--- src/rtl/pbc_pkg.sv ---
/*
  shared constants and command encoding for the bank precharge control ends.
  assumes one 200 MHz clock shared by both ends.
*/
package pbc_pkg;

  // ----------------------------------------------------------------
  // clock and array shape
  // ----------------------------------------------------------------
  localparam int TCK_PS = 5000;
  localparam int NBANK = 8;
  localparam int BANK_W = 3;
  localparam int CA_W = 6;
  localparam int FLAG_BIT = 5;
  localparam int BANK_LSB = 0;
  localparam int CNT_W = 8;
  localparam int BL = 16;
  localparam int WL = 8;
  localparam int PF_WORDS = 16;
  localparam int GRP_CLK = PF_WORDS / 2;

  // ----------------------------------------------------------------
  // analog times in ps and derived cycle counts
  // ----------------------------------------------------------------
  localparam int T_RPPB_PS = 18000;
  localparam int T_RPAB_PS = 21000;
  localparam int T_RTP_PS = 7500;
  localparam int T_WR_PS = 18000;
  localparam int T_RAS_PS = 42000;

  function automatic int cyc_up(input int ps);
    return (ps + TCK_PS - 1) / TCK_PS;
  endfunction : cyc_up

  function automatic int imax(input int a, input int b);
    return (a > b) ? a : b;
  endfunction : imax

  localparam int N_RPPB = cyc_up(T_RPPB_PS);
  localparam int N_RPAB = cyc_up(T_RPAB_PS);
  localparam int N_RTP = cyc_up(T_RTP_PS);
  localparam int N_WR = cyc_up(T_WR_PS);
  localparam int N_RAS = cyc_up(T_RAS_PS);

  // ----------------------------------------------------------------
  // command spacings in cycles
  // ----------------------------------------------------------------
  localparam int RD_PRE = imax(BL / 2, BL / 2 - 8 + N_RTP);
  localparam int RD_AC = imax(BL / 2, BL / 4 - 4 + N_RTP);
  localparam int WR_END = WL + BL / 2;
  localparam int WR_PRE = WR_END + 1 + N_WR;
  localparam int WR_CCD = BL / 2;
  localparam int AC_LAT = 1;

  typedef enum logic [2:0] {OP_DES, OP_ACT, OP_RD, OP_WR, OP_PRE} pbc_op_t;

endpackage : pbc_pkg

--- src/rtl/pbc_cmd_if.sv ---
/*
  command bus between controller end and device end.
  assumes both ends run on the same clock; each command is two beats.
*/
`timescale 1ns/1ps
interface pbc_cmd_if;
  import pbc_pkg::*;
  logic cs;
  pbc_op_t op;
  logic [CA_W-1:0] ca;
  modport dev (input cs, input op, input ca);
  modport ctl (output cs, output op, output ca);
endinterface : pbc_cmd_if

--- src/rtl/pbc_bank_dev.sv ---
/*
  device end: decodes two-beat commands, tracks open banks, precharge
  timing, auto-close and write prefetch group commits.
  assumes the controller end keeps every spacing it is bound to.
*/
`timescale 1ns/1ps

// Functional notes
// - precharge closes one bank or all eight
// - flag on bit 5, bank on bits 2..0
// - bank ready after per-bank or all-bank time
// - all-bank precharge time exceeds per-bank time
// - controller waits half burst after read
// - controller waits row active time before precharge
// - controller waits precharge time before activate
// - read-to-precharge time starts at BL/2-8
// - read-to-precharge also meets absolute time
// - write recovery before precharge after write
// - write commits in 16-word prefetch groups
// - write-to-precharge is WL+BL/2+1+recovery
// - bank closed before opening another row
// - read/write bit 5 is auto-close flag
// - flag clear leaves bank open
// - flag set starts internal precharge
// - writes may use extra gaps, postamble choice
// - any valid command between spaced writes
// - writes spaced at least half burst
// - read auto-close at later of two points
// - write auto-close after recovery past burst
module pbc_bank_dev
  import pbc_pkg::*;
(
  // clock and reset
  input wire logic clk_i,
  input wire logic rst_i,
  // command bus
  pbc_cmd_if.dev cmd,
  // bank status
  output logic [NBANK-1:0] bank_open_o,
  output logic [NBANK-1:0] bank_ready_o,
  output logic [NBANK-1:0] close_start_o,
  // write group commit
  output logic wr_commit_o
);

  // ----------------------------------------------------------------
  // two-beat command capture
  // ----------------------------------------------------------------
  logic beat2_q;
  pbc_op_t op_q;
  logic flag_q;
  logic exec;
  logic [BANK_W-1:0] bank_sel;

  always_ff @(posedge clk_i or posedge rst_i)
  begin
    if (rst_i)
    begin
      beat2_q <= 1'b0;
    end
    else
    begin
      beat2_q <= cmd.cs && !beat2_q;
    end
  end

  always_ff @(posedge clk_i or posedge rst_i)
  begin
    if (rst_i)
    begin
      op_q <= OP_DES;
      flag_q <= 1'b0;
    end
    else if (cmd.cs && !beat2_q)
    begin
      op_q <= cmd.op;
      flag_q <= cmd.ca[FLAG_BIT];
    end
  end

  assign exec = beat2_q;
  assign bank_sel = cmd.ca[BANK_LSB +: BANK_W];

  // ----------------------------------------------------------------
  // write prefetch group tracking
  // ----------------------------------------------------------------
  logic [WR_END-1:0] wdly_q;
  logic grp_end;

  // delay line so back-to-back writes each get their own commit
  always_ff @(posedge clk_i or posedge rst_i)
  begin
    if (rst_i)
    begin
      wdly_q <= '0;
    end
    else
    begin
      wdly_q <= {wdly_q[WR_END-2:0], exec && (op_q == OP_WR)};
    end
  end

  // one tap per prefetch group, last tap at burst end
  always_comb
  begin
    grp_end = 1'b0;
    for (int g = 0; g < BL / PF_WORDS; g++)
    begin
      grp_end = grp_end | wdly_q[WR_END - 1 - g * GRP_CLK];
    end
  end

  always_ff @(posedge clk_i or posedge rst_i)
  begin
    if (rst_i)
    begin
      wr_commit_o <= 1'b0;
    end
    else
    begin
      wr_commit_o <= grp_end;
    end
  end

  // ----------------------------------------------------------------
  // per-bank state
  // ----------------------------------------------------------------
  genvar b;
  generate
    for (b = 0; b < NBANK; b++)
    begin : g_bank
      logic open_q;
      logic [CNT_W-1:0] rp_q;
      logic [CNT_W-1:0] ac_q;
      logic ac_pend_q;
      logic hit;
      logic pre_hit;
      logic ac_fire;
      logic close_now;
      logic close_ab;

      assign hit = exec && (bank_sel == BANK_W'(b));
      // all-bank flag ignores the bank bits
      assign pre_hit = exec && (op_q == OP_PRE) && (flag_q || bank_sel == BANK_W'(b));
      assign ac_fire = ac_pend_q && (ac_q == '0);
      // idle bank: precharge accepted, nothing changes
      assign close_now = (pre_hit && open_q) || ac_fire;
      assign close_ab = pre_hit && flag_q;

      always_ff @(posedge clk_i or posedge rst_i)
      begin
        if (rst_i)
        begin
          open_q <= 1'b0;
        end
        else if (hit && op_q == OP_ACT && rp_q == '0)
        begin
          open_q <= 1'b1;
        end
        else if (close_now)
        begin
          open_q <= 1'b0;
        end
      end

      always_ff @(posedge clk_i or posedge rst_i)
      begin
        if (rst_i)
        begin
          rp_q <= '0;
        end
        else if (close_now)
        begin
          rp_q <= close_ab ? CNT_W'(N_RPAB) : CNT_W'(N_RPPB);
        end
        else if (rp_q != '0)
        begin
          rp_q <= rp_q - 1'b1;
        end
      end

      always_ff @(posedge clk_i or posedge rst_i)
      begin
        if (rst_i)
        begin
          ac_pend_q <= 1'b0;
          ac_q <= '0;
        end
        else if (hit && op_q == OP_RD && open_q)
        begin
          ac_pend_q <= flag_q;
          ac_q <= CNT_W'(RD_AC - 1);
        end
        else if (hit && op_q == OP_WR && open_q)
        begin
          ac_pend_q <= flag_q;
          ac_q <= CNT_W'(WR_PRE - 1);
        end
        else if (ac_fire || pre_hit)
        begin
          ac_pend_q <= 1'b0;
        end
        else if (ac_q != '0)
        begin
          ac_q <= ac_q - 1'b1;
        end
      end

      always_ff @(posedge clk_i or posedge rst_i)
      begin
        if (rst_i)
        begin
          close_start_o[b] <= 1'b0;
        end
        else
        begin
          close_start_o[b] <= close_now;
        end
      end

      assign bank_open_o[b] = open_q;
      assign bank_ready_o[b] = !open_q && (rp_q == '0);
    end
  endgenerate

endmodule : pbc_bank_dev

--- src/flat_wrapper.sv ---
// flat-port wrapper written by rule: the top's interface ports become plain ports
module pbc_bank_dev_flat import pbc_pkg::*;
  (clk_i, rst_i, bank_open_o, bank_ready_o, close_start_o, wr_commit_o, cmd_cs, cmd_op, cmd_ca);
  pbc_cmd_if cmd_i ();
  input wire logic clk_i;
  input wire logic rst_i;
  output logic [NBANK-1:0] bank_open_o;
  output logic [NBANK-1:0] bank_ready_o;
  output logic [NBANK-1:0] close_start_o;
  output logic wr_commit_o;
  input wire logic [$bits(cmd_i.cs)-1:0] cmd_cs;
  input wire logic [$bits(cmd_i.op)-1:0] cmd_op;
  input wire logic [$bits(cmd_i.ca)-1:0] cmd_ca;
  assign cmd_i.cs = cmd_cs;
  assign cmd_i.op = cmd_op;
  assign cmd_i.ca = cmd_ca;
  pbc_bank_dev u_core (.clk_i(clk_i), .rst_i(rst_i), .cmd(cmd_i), .bank_open_o(bank_open_o), .bank_ready_o(bank_ready_o), .close_start_o(close_start_o), .wr_commit_o(wr_commit_o));
endmodule
--- config.mk ---
export PLATFORM = sky130hd
export DESIGN_NAME = pbc_bank_dev_flat
export DESIGN_NICKNAME = d
export VERILOG_FILES = /design/src/rtl/pbc_pkg.sv /design/src/rtl/pbc_cmd_if.sv /design/src/rtl/pbc_bank_dev.sv /design/src/flat_wrapper.sv
export SDC_FILE = /design/constraint.sdc
export NUM_CORES = 1
export LEC_CHECK = 0
export BUFFER_PORTS_ARGS = -buffer_cell sky130_fd_sc_hd__buf_2
export CAP_MARGIN = 20
export CORE_MARGIN = 2
export CORE_UTILIZATION = 56
export CTS_BUF_LIST = sky130_fd_sc_hd__clkbuf_16
export DETAILED_ROUTE_END_ITERATION = 7
export GPL_ROUTABILITY_DRIVEN = 0
export PLACE_DENSITY = 0.84
export SETUP_SLACK_MARGIN = 0.2
export SYNTH_ARGS = -nofsm -noshare
export SYNTH_HDL_FRONTEND = slang
export SYNTH_SLANG_ARGS = --single-unit
export TNS_END_PERCENT = 10
--- constraint.sdc ---
create_clock -name clk_i -period 5.3 [get_ports clk_i]
set_clock_uncertainty 0.2 [all_clocks]
set_input_delay 0.265 -clock clk_i [delete_from_list [all_inputs] [get_ports clk_i]]
set_output_delay 0.265 -clock clk_i [all_outputs]
set_load 0.01 [all_outputs]
Word-level counts from Yosys, hierarchy flattened
Index checks and enable logic that the tools add are counted.

Bits in registers: 174. Bits of input ports: 12.

Add/subtract/negate cells: 16. Equality and inequality tests: 19. Multiplexer cells: 96. Reductions and logical operators: 205.

Operators by type and width (number): 8-bit two-way mux (48); 8-bit zero test (16); 8-bit nonzero test (16); 8-bit by 1-bit subtractor with 8-bit output (second input constant) (16); 1-bit logical AND (99); 1-bit two-way mux (48); 3-bit nonzero test (16); 2-bit nonzero test (16); 1-bit logical OR (24); 3-bit by 1-bit != test with 1-bit output (second input constant) (8); 2-bit AND reduction (8); 3-bit equality test (second input constant) (5); 3-bit by 2-bit equality test with 1-bit output (second input constant) (4); 1-bit zero test (9); 3-bit by 1-bit equality test with 1-bit output (second input constant) (2); 3-bit zero test (1).

Longest topological paths before layout
Gate-level depths: netlist of the first run.

Depth after elaboration: 7. Gate-level depth with buffers: 7. Gate-level depth less buffers: 7.

Worst setup path before layout of the first run
OpenSTA, ideal clock, no wires.

Path type: reg-to-reg. Start: reg u_core.g_bank[5].rp_q[0]. End: reg u_core.g_bank[5].rp_q[0]. Library setup time: 87 ps. Arrival: 1918 ps. Required time: 5013 ps. Path slack: 3095 ps. Cell stages (with the launch flop): 7. Buffers on the path: 0. Period minus slack after synthesis: 2205 ps. Cells stage by stage: dfrtp_1 -> inv_1 -> ha_1 -> or4b_1 -> or2_0 -> a221o_1 -> a22oi_1.

Word-level cells in the longest chain between the ends: 3.

Ends and longest elaborated chain: from (decl) (RTL line pbc_bank_dev.sv:133) `logic [CNT_W-1:0] rp_q;`; from (signal assigned) (RTL line pbc_bank_dev.sv:174) `rp_q <= close_ab ? CNT_W'(N_RPAB) : CNT_W'(N_RPPB);`; from (signal assigned) (RTL line pbc_bank_dev.sv:178) `rp_q <= rp_q - 1'b1;`; 8-bit by 1-bit subtractor with 8-bit output (RTL line pbc_bank_dev.sv:178); 8-bit two-way mux (RTL line pbc_bank_dev.sv:176) `else if (rp_q != '0)`; 8-bit two-way mux (RTL line pbc_bank_dev.sv:172) `else if (close_now)`.

Parallel ways exist; a longest one is shown, timed or not. The select of a mux whose other input is x is not followed. A chain may end at the register's enable or synchronous reset.

Worst setup path in the final report of the first run
Start: reg u_core.flag_q. End: reg u_core.g_bank[3].rp_q[0].

Word-level cells in the longest chain between the ends: 5.

Ends and longest elaborated chain: from (decl) (RTL line pbc_bank_dev.sv:51) `logic flag_q;`; from (signal assigned) (RTL line pbc_bank_dev.sv:77) `flag_q <= cmd.ca[FLAG_BIT];`; 1-bit logical OR (RTL line pbc_bank_dev.sv:144) `assign pre_hit = exec && (op_q == OP_PRE) && (flag_q || bank_sel == BANK_W'(b));`; 1-bit logical AND (RTL line pbc_bank_dev.sv:144); 1-bit logical AND (on tied branches) (RTL line pbc_bank_dev.sv:148, pbc_bank_dev.sv:147); 1-bit two-way mux / 1-bit logical OR (equally long branches) (RTL line pbc_bank_dev.sv:174, pbc_bank_dev.sv:147); 8-bit two-way mux / 2-bit nonzero test (equally long branches); to (signal assigned) (RTL line pbc_bank_dev.sv:174); to (signal assigned) (RTL line pbc_bank_dev.sv:178); to (decl) (RTL line pbc_bank_dev.sv:133).

Parallel ways exist; a longest one is shown, timed or not.

==> results of run 1 <==
## repair_timing
item,4_1_cts,5_1_grt
hold buffers,5,0
endpoints found under the hold margin,47,0
resized for setup,0,0
## power breakdown
part           leakage, nW  switching [W]  internal [W]
combinational         2.16       0.000608      0.000567
sequential            2.09       0.000373       0.00168
clock                0.286       0.000540      0.000692
total                 4.54        0.00152       0.00294
## cell type report
cell class                      count  area (µm²)
Fill cell                        1343        6160
Clock buffer                       17         425
Multi-Input combinational cell    729        4780
Tap cell                          220         275
Sequential cell                   174        4350
Inverter                           60         229
Clock inverter                     15         144
Timing Repair Buffer               43         275
## cell families (layout without fill, tap and decap cells)
group	count (synthesis)	in the layout	synth area share
AOI/OAI and AO/OA	224	224	0.156
muxes	23	23	0.0254
and+or+nand+nor	421	421	0.251
buffers and inverters	103	135	0.0445
DFF	174	174	0.455
adders and majority gates	29	29	0.0380
xor gates and xnor gates	32	32	0.0293
## sequential cells by signal (all words and copies together) (netlist names)
signal                   flops
u_core.g_bank.rp_q          64
u_core.g_bank.ac_pend_q      8
u_core.flag_q                1
u_core.wr_commit_o           1
u_core.wdly_q               16
u_core.beat2_q               1
u_core.close_start_o         8
u_core.op_q                  3
u_core.g_bank.open_q         8
u_core.g_bank.ac_q          64
## worst max path at each step
stage	startpoint	end	slack, ns	depth (start not counted)
after floorplan	rst_i	u_core.beat2_q$_DFF_PP0_	2.61	1
after global placement	u_core.flag_q$_DFFE_PP0P_	u_core.g_bank[1].rp_q[0]$_DFFE_PP0P_	2.70	4
after detailed placement	u_core.flag_q$_DFFE_PP0P_	u_core.g_bank[1].rp_q[0]$_DFFE_PP0P_	2.65	4
after CTS	u_core.g_bank[5].rp_q[0]$_DFFE_PP0P_	bank_ready_o[5]	2.55	6
after global routing	u_core.flag_q$_DFFE_PP0P_	u_core.g_bank[3].rp_q[0]$_DFFE_PP0P_	2.39	4
final	u_core.flag_q$_DFFE_PP0P_	u_core.g_bank[3].rp_q[0]$_DFFE_PP0P_	2.51	4
## routing by layer
layer	up-vias	part of all wire	track usage
met5	-	0	0
met4	0	0.014	0.0632
met3	28	0.052	0.0462
met2	232	0.48	0.399
met1	3791	0.45	0.326
li1	3745	-	-
## placed cells by master, fill, tap and decap left out, types with 24 or more instances in the layout
cell and count:
sky130_fd_sc_hd__o21ai_0 59, sky130_fd_sc_hd__a21oi_1 33, sky130_fd_sc_hd__nor2_1 95, sky130_fd_sc_hd__dfrtp_1 174, sky130_fd_sc_hd__ha_1 29, sky130_fd_sc_hd__buf_2 34
sky130_fd_sc_hd__inv_1 59, sky130_fd_sc_hd__nand3_1 27, sky130_fd_sc_hd__nand2_1 65, sky130_fd_sc_hd__or4_1 24, sky130_fd_sc_hd__o211ai_1 24, sky130_fd_sc_hd__nand2b_1 31
sky130_fd_sc_hd__nor3_1 28
## stage by stage
stage	std cells	utilization	hold WS [ns]	setup WS [ns]	power (W)
finish	1258	0.630	0.0267	2.51	0.00446
global route	1258	0.630	0.0255	2.39	0.00476
CTS	1257	0.629	0.0112	2.55	0.00447
detailed placement	1220	0.592	0.136	2.65	0.00322
global placement	1220	0.592	0.135	2.70	0.00314
floorplan	1006	-	0.131	2.61	0.00293
## critical path: stages, from the launching register on
cell and delay, ns:
sky130_fd_sc_hd__dfrtp_1 0.69, sky130_fd_sc_hd__clkinv_1 0.58, sky130_fd_sc_hd__nor2_1 0.74, sky130_fd_sc_hd__o21ai_0 0.23
sky130_fd_sc_hd__a22oi_1 0.24
==> reports/results.ini, run 1 <==
[synthesis]
synth_top_cells_by_count = sky130_fd_sc_hd__dfrtp_1 (174), sky130_fd_sc_hd__nor2_1 (95), sky130_fd_sc_hd__nand2_1 (65)
synthMostInstantiatedCell = sky130_fd_sc_hd__dfrtp_1
mappedNetlistNets = 1047
synth.avg_cell_area_um2 = 9.50
syn-cell-area_mm2 = 0.00956
edff_count_synth = 0
synth_ff_type = sky130_fd_sc_hd__dfrtp_1
synth-seq-cells = 174
number_of_distinct_standard_cells_referenced_by_the_synthesized_netlist = 74
yosysWarningCount = 0
seq_area_frac_synth = 0.455
async_flop_share = 1.00
synth.top_cell.area_share = 0.455
syn_inst = 1006
synthTopCellsByArea = sky130_fd_sc_hd__dfrtp_1 (46%), sky130_fd_sc_hd__ha_1 (3.8%), sky130_fd_sc_hd__nor2_1 (3.7%)
synth_top_area_cell = sky130_fd_sc_hd__dfrtp_1

[global_route]
grt-ovfl-total = 0
largest_net_degree_at_the_start_of_global_routing = 94
antenna_violations_before_repair = 0
grt_first_pass_wirelength_um = 35500
first_global_vias = 7510
total_global_route_track_usage = 0.241

[cts]
clock_sinks = 174
clock_slew_seen_by_the_registers_of_the_worst_setup_and_hold_paths_ns = 0.07
cts-root-buf = sky130_fd_sc_hd__clkbuf_16
cts_setup_buffers = 0
worstSkewPairLatency_ns = 0.43
htree_levels = 4
cts_buffers = 17
cts_tree = yes
cts_buffer_depth = 2

[layout]
layout.nets = 1066
syn_to_final_growth_pct = 9.66
layout.cell_area.non_filler_mm2 = 0.0105
antennaDiodeCount = 0
layout-drive-gt1-share = 0.108

[worst_hold_path]
min_to = u_core.beat2_q$_DFF_PP0_
hold_critical_path_depth = 2
hold_path_class = primary input to flop
min_from = cmd_cs

[timing]
finalCriticalPeriod_ns = 2.79
slew_viol_final = 0
setup_violation_total_in_the_final_timing_report = 0
min_period_over_period = 0.526
tightestPinTransition_ns = 0.810
post_route_setup_tns_ns = 0
finalHoldViolCount = 0
maxSlewHeadroom = 0.459
setup_repair_after_global_routing_missed_its_margin = false
fmax_achieved_mhz = 359

[status]
outcome = finished clean

[die]
core.rowCount = 47
num_io_pins = 37
core_mm2 = 0.0166
chipHeight_um = 135
start_util = 0.574
die-area_mm2 = 0.0181
floorplan.die.width_um = 135

[drt]
drc = 0
drtIter0Drc = 613
drt.antenna.violating_nets = 0
viasPerCell = 6.20
drtPass1Iterations = 5
drt_wl_total_um = 20700
num_vias = 7796
route.detailed.wl_per_inst_um = 16.5

[placed_design]
numPortBuffers = 34
detailed_place.area_mm2 = 0.00984
place_hpwl_um = 13900

[power]
power_density_mw_per_mm2 = 425
ir_drop_v = 0.000320
total_leakage_power_nw = 4.54

[setup_path]
worst_r2r_startpoint = u_core.flag_q$_DFFE_PP0P_
worst-r2r-setup-slack_ns = 2.51
path_class = flop to flop
critPathRequiredTime_ns = 5.44
startpoint_class_of_the_critical_path = flop
setup.worst_path.end_class = flop
r2r.worst_path.cells = 4
crit-reg2reg-capture = u_core.g_bank[3].rp_q[0]$_DFFE_PP0P_
worst-path-max-fanout = 17
worst_ep_arrival_time_ns = 2.93

[flow_run]
max_cap_viol_count = 0

No activity file was read; power rests on OpenSTA's default activity.
==> run 2, diff against run 1 <==
Settings changed: ABC_AREA set to 1.
Clock period 5.3 ns to 2.3 ns, I/O delays scaled along.
==> run 2 against run 1 <==
Effect of this change: clock-buffer cell count is the same; via count up 4.7%; register-to-register slack got worse by 2.2 ns; largest power group unchanged; global-route usage is 0.56 points lower; total power grew to 2.8 times the previous value; core utilization increased by 0.68 points; clock power rose by 99%; cell area rose by 1.1%; sequential power grew to 2.6 times the previous value; first-iteration DRC count is 6.0% lower.
==> reports/results.ini, run 2 <==
[synthesis]
synth_ff_type = sky130_fd_sc_hd__dfrtp_1
mappedNetlistNets = 1280
syn-cell-area_mm2 = 0.00954
synthMostInstantiatedCell = sky130_fd_sc_hd__nand2_1
seq_area_frac_synth = 0.457
synth_top_area_cell = sky130_fd_sc_hd__dfrtp_1
synth.avg_cell_area_um2 = 7.70
synth-seq-cells = 174
synthTopCellsByArea = sky130_fd_sc_hd__dfrtp_1 (46%), sky130_fd_sc_hd__nand2_1 (11%), sky130_fd_sc_hd__nand3_1 (7.6%)
yosysWarningCount = 0
synth_top_cells_by_count = sky130_fd_sc_hd__nand2_1 (284), sky130_fd_sc_hd__dfrtp_1 (174), sky130_fd_sc_hd__nor2_1 (164)
async_flop_share = 1.00
synth.top_cell.area_share = 0.457
syn_inst = 1239
edff_count_synth = 0
number_of_distinct_standard_cells_referenced_by_the_synthesized_netlist = 36

[drt]
drtPass1Iterations = 5
num_vias = 8159
route.detailed.wl_per_inst_um = 13.1
drtIter0Drc = 576
drt.antenna.violating_nets = 0
viasPerCell = 5.35
drt_wl_total_um = 20000
drc = 0

[timing]
post_route_setup_tns_ns = 0
finalHoldWorstSlack_ns = 0.0240
setup_repair_after_global_routing_missed_its_margin = true
tightestPinTransition_ns = 0.530
finalHoldViolCount = 0
setup_violation_total_in_the_final_timing_report = 0
min_period_over_period = 0.870
fmax_achieved_mhz = 500
slew_viol_final = 0
finalCriticalPeriod_ns = 2.00
maxSlewHeadroom = 0.644
setup_ws_ns = 0.299

[layout]
syn_to_final_growth_pct = 11.1
num-fill-cells = 1395
layout-drive-gt1-share = 0.0873
reg_top3 = u_core.g_bank.ac_q x64, u_core.g_bank.rp_q x64, u_core.wdly_q x16
layout.nets = 1337
layout.cells.most_common_list = sky130_fd_sc_hd__nand2_1 (283), sky130_fd_sc_hd__dfrtp_1 (173), sky130_fd_sc_hd__nor2_1 (164)
mostFrequentLayoutCell = sky130_fd_sc_hd__nand2_1
antennaDiodeCount = 0
finish.cell_count_without_fillers = 1526

[global_route]
largest_net_degree_at_the_start_of_global_routing = 48
total_global_route_track_usage = 0.235
antenna_violations_before_repair = 0
grt-ovfl-total = 0
first_global_vias = 7757
grt_first_pass_wirelength_um = 34600

[placed_design]
numPortBuffers = 34
dp_cells = 1486
pre_cts_ws_ns = 0.246
place_hpwl_um = 13800

[setup_path]
setup.worst_path.end_class = output pin
worst_ep_arrival_time_ns = 1.69
critPathRequiredTime_ns = 1.99
path_class = flop to output pin
path_delay_family = flip-flops
startpoint_class_of_the_critical_path = flop
worst-path-max-fanout = 6
cp_common_cell = sky130_fd_sc_hd__inv_1
cp_cell_sequence = inv_1, ha_1, inv_1, nor3_1, nand2_1, nor2_1, buf_2
timing.critical_path.slowest_stage_cell = sky130_fd_sc_hd__dfrtp_1
worstPathBufferInverterCount = 3
timing.critical_path.slowest_cell_delay_ns = 0.38

[die]
start_util = 0.573
chipHeight_um = 135
core.rowCount = 47
num_io_pins = 37
floorplan.die.width_um = 135
die-area_mm2 = 0.0181
core_mm2 = 0.0166

[status]
outcome = finished clean

[cts]
cts_buffers = 17
cts-root-buf = sky130_fd_sc_hd__clkbuf_16
clock_sinks = 174
cts_buffer_depth = 2
worstSkewPairLatency_ns = 0.43
clock_slew_seen_by_the_registers_of_the_worst_setup_and_hold_paths_ns = 0.06
cts_tree = yes
htree_levels = 4

[worst_hold_path]
hold_path_class = primary input to flop

[power]
power_density_mw_per_mm2 = 1170
ir_drop_v = 0.000956
total_leakage_power_nw = 5.45

[flow_run]
max_cap_viol_count = 0

## run 2: changes by cell type after synthesis, sizes merged, moves of 23 or more
cell	previous run	this run
nand2	65	297
or4	32	0
nor2	95	168
nand2b	31	0
or3	23	0
nor3	29	52
nand3	27	148
inv	59	155
clkbuf	32	1
## run 2: where the power goes
group | internal (W) | switching (W)
sequential | 0.00426 | 0.000986
clock | 0.00133 | 0.00112
combinational | 0.00189 | 0.00278
## run 2: cells by family after synthesis
family / count (synthesis) / synth area share
AO/OA/AOI/OAI: 98 / 0.0571
XOR/XNOR: 46 / 0.0422
adder cells (fa/ha/maj): 29 / 0.0380
buffers and inverters: 180 / 0.0779
flip-flops: 174 / 0.457
AND/OR/NAND/NOR: 712 / 0.328
## run 2: routing by layer
metal,GRT usage,up-vias,share of wire
met3,0.0383,35,0.043
li1,-,4087,-
met4,0.0743,0,0.016
met2,0.400,157,0.49
met1,0.310,3880,0.46
met5,0,-,0
## run 2: what timing repair did
item                                    4_1_cts  5_1_grt
gates resized for setup                       0       12
setup buffers                                 0        3
hold buffers                                  8        0
endpoints found under the setup margin        0       64
endpoints found under the hold margin       179        0
## run 2: final timing paths
| path | start | end | slack, ns | depth (start not counted) |
|---|---|---|---|---|
| worst max-delay path | u_core.g_bank[6].rp_q[0]$_DFFE_PP0P_ | bank_ready_o[6] | 0.30 | 7 |
| worst min-delay path | cmd_ca[2] | u_core.g_bank[4].open_q$_DFFE_PP0P_ | 0.02 | 4 |
| worst max register to register | u_core.g_bank[0].ac_q[0]$_DFFE_PP0P_ | u_core.g_bank[0].ac_q[7]$_DFFE_PP0P_ | 0.31 | 9 |
| worst min register to register | u_core.wdly_q[2]$_DFF_PP0_ | u_core.wdly_q[3]$_DFF_PP0_ | 0.15 | 0 |
| max in group asynchronous | rst_i | u_core.g_bank[4].ac_pend_q$_DFFE_PP0P_ | 1.18 | 4 |
| min in group asynchronous | rst_i | u_core.wdly_q[9]$_DFF_PP0_ | 0.06 | 3 |
## run 2: stage by stage
step	instance area [µm²]	util	total power, W
after floorplan	9540	-	0.00884
after global placement	9970	0.599	0.00955
after detailed placement	9970	0.599	0.00983
after CTS	10500	0.633	0.0124
after global routing	10600	0.637	0.0135
final	10600	0.637	0.0124
## run 2: worst min-delay path, cell delays in order
cell and delay (ns):
sky130_fd_sc_hd__buf_2 0.17, sky130_fd_sc_hd__nand3_1 0.13, sky130_fd_sc_hd__nand3b_1 0.11, sky130_fd_sc_hd__o21ai_0 0.07
## run 2: cell type report
class,count,area [µm²],share of cell area
well taps,220,275,0.0260
clock buffers,17,425,0.0401
repair buffers,56,393,0.0371
multi-input cells,885,4470,0.422
inverters,162,618,0.0583
flip-flops and latches,174,4360,0.411
clock inverters,12,61.3,0.00579
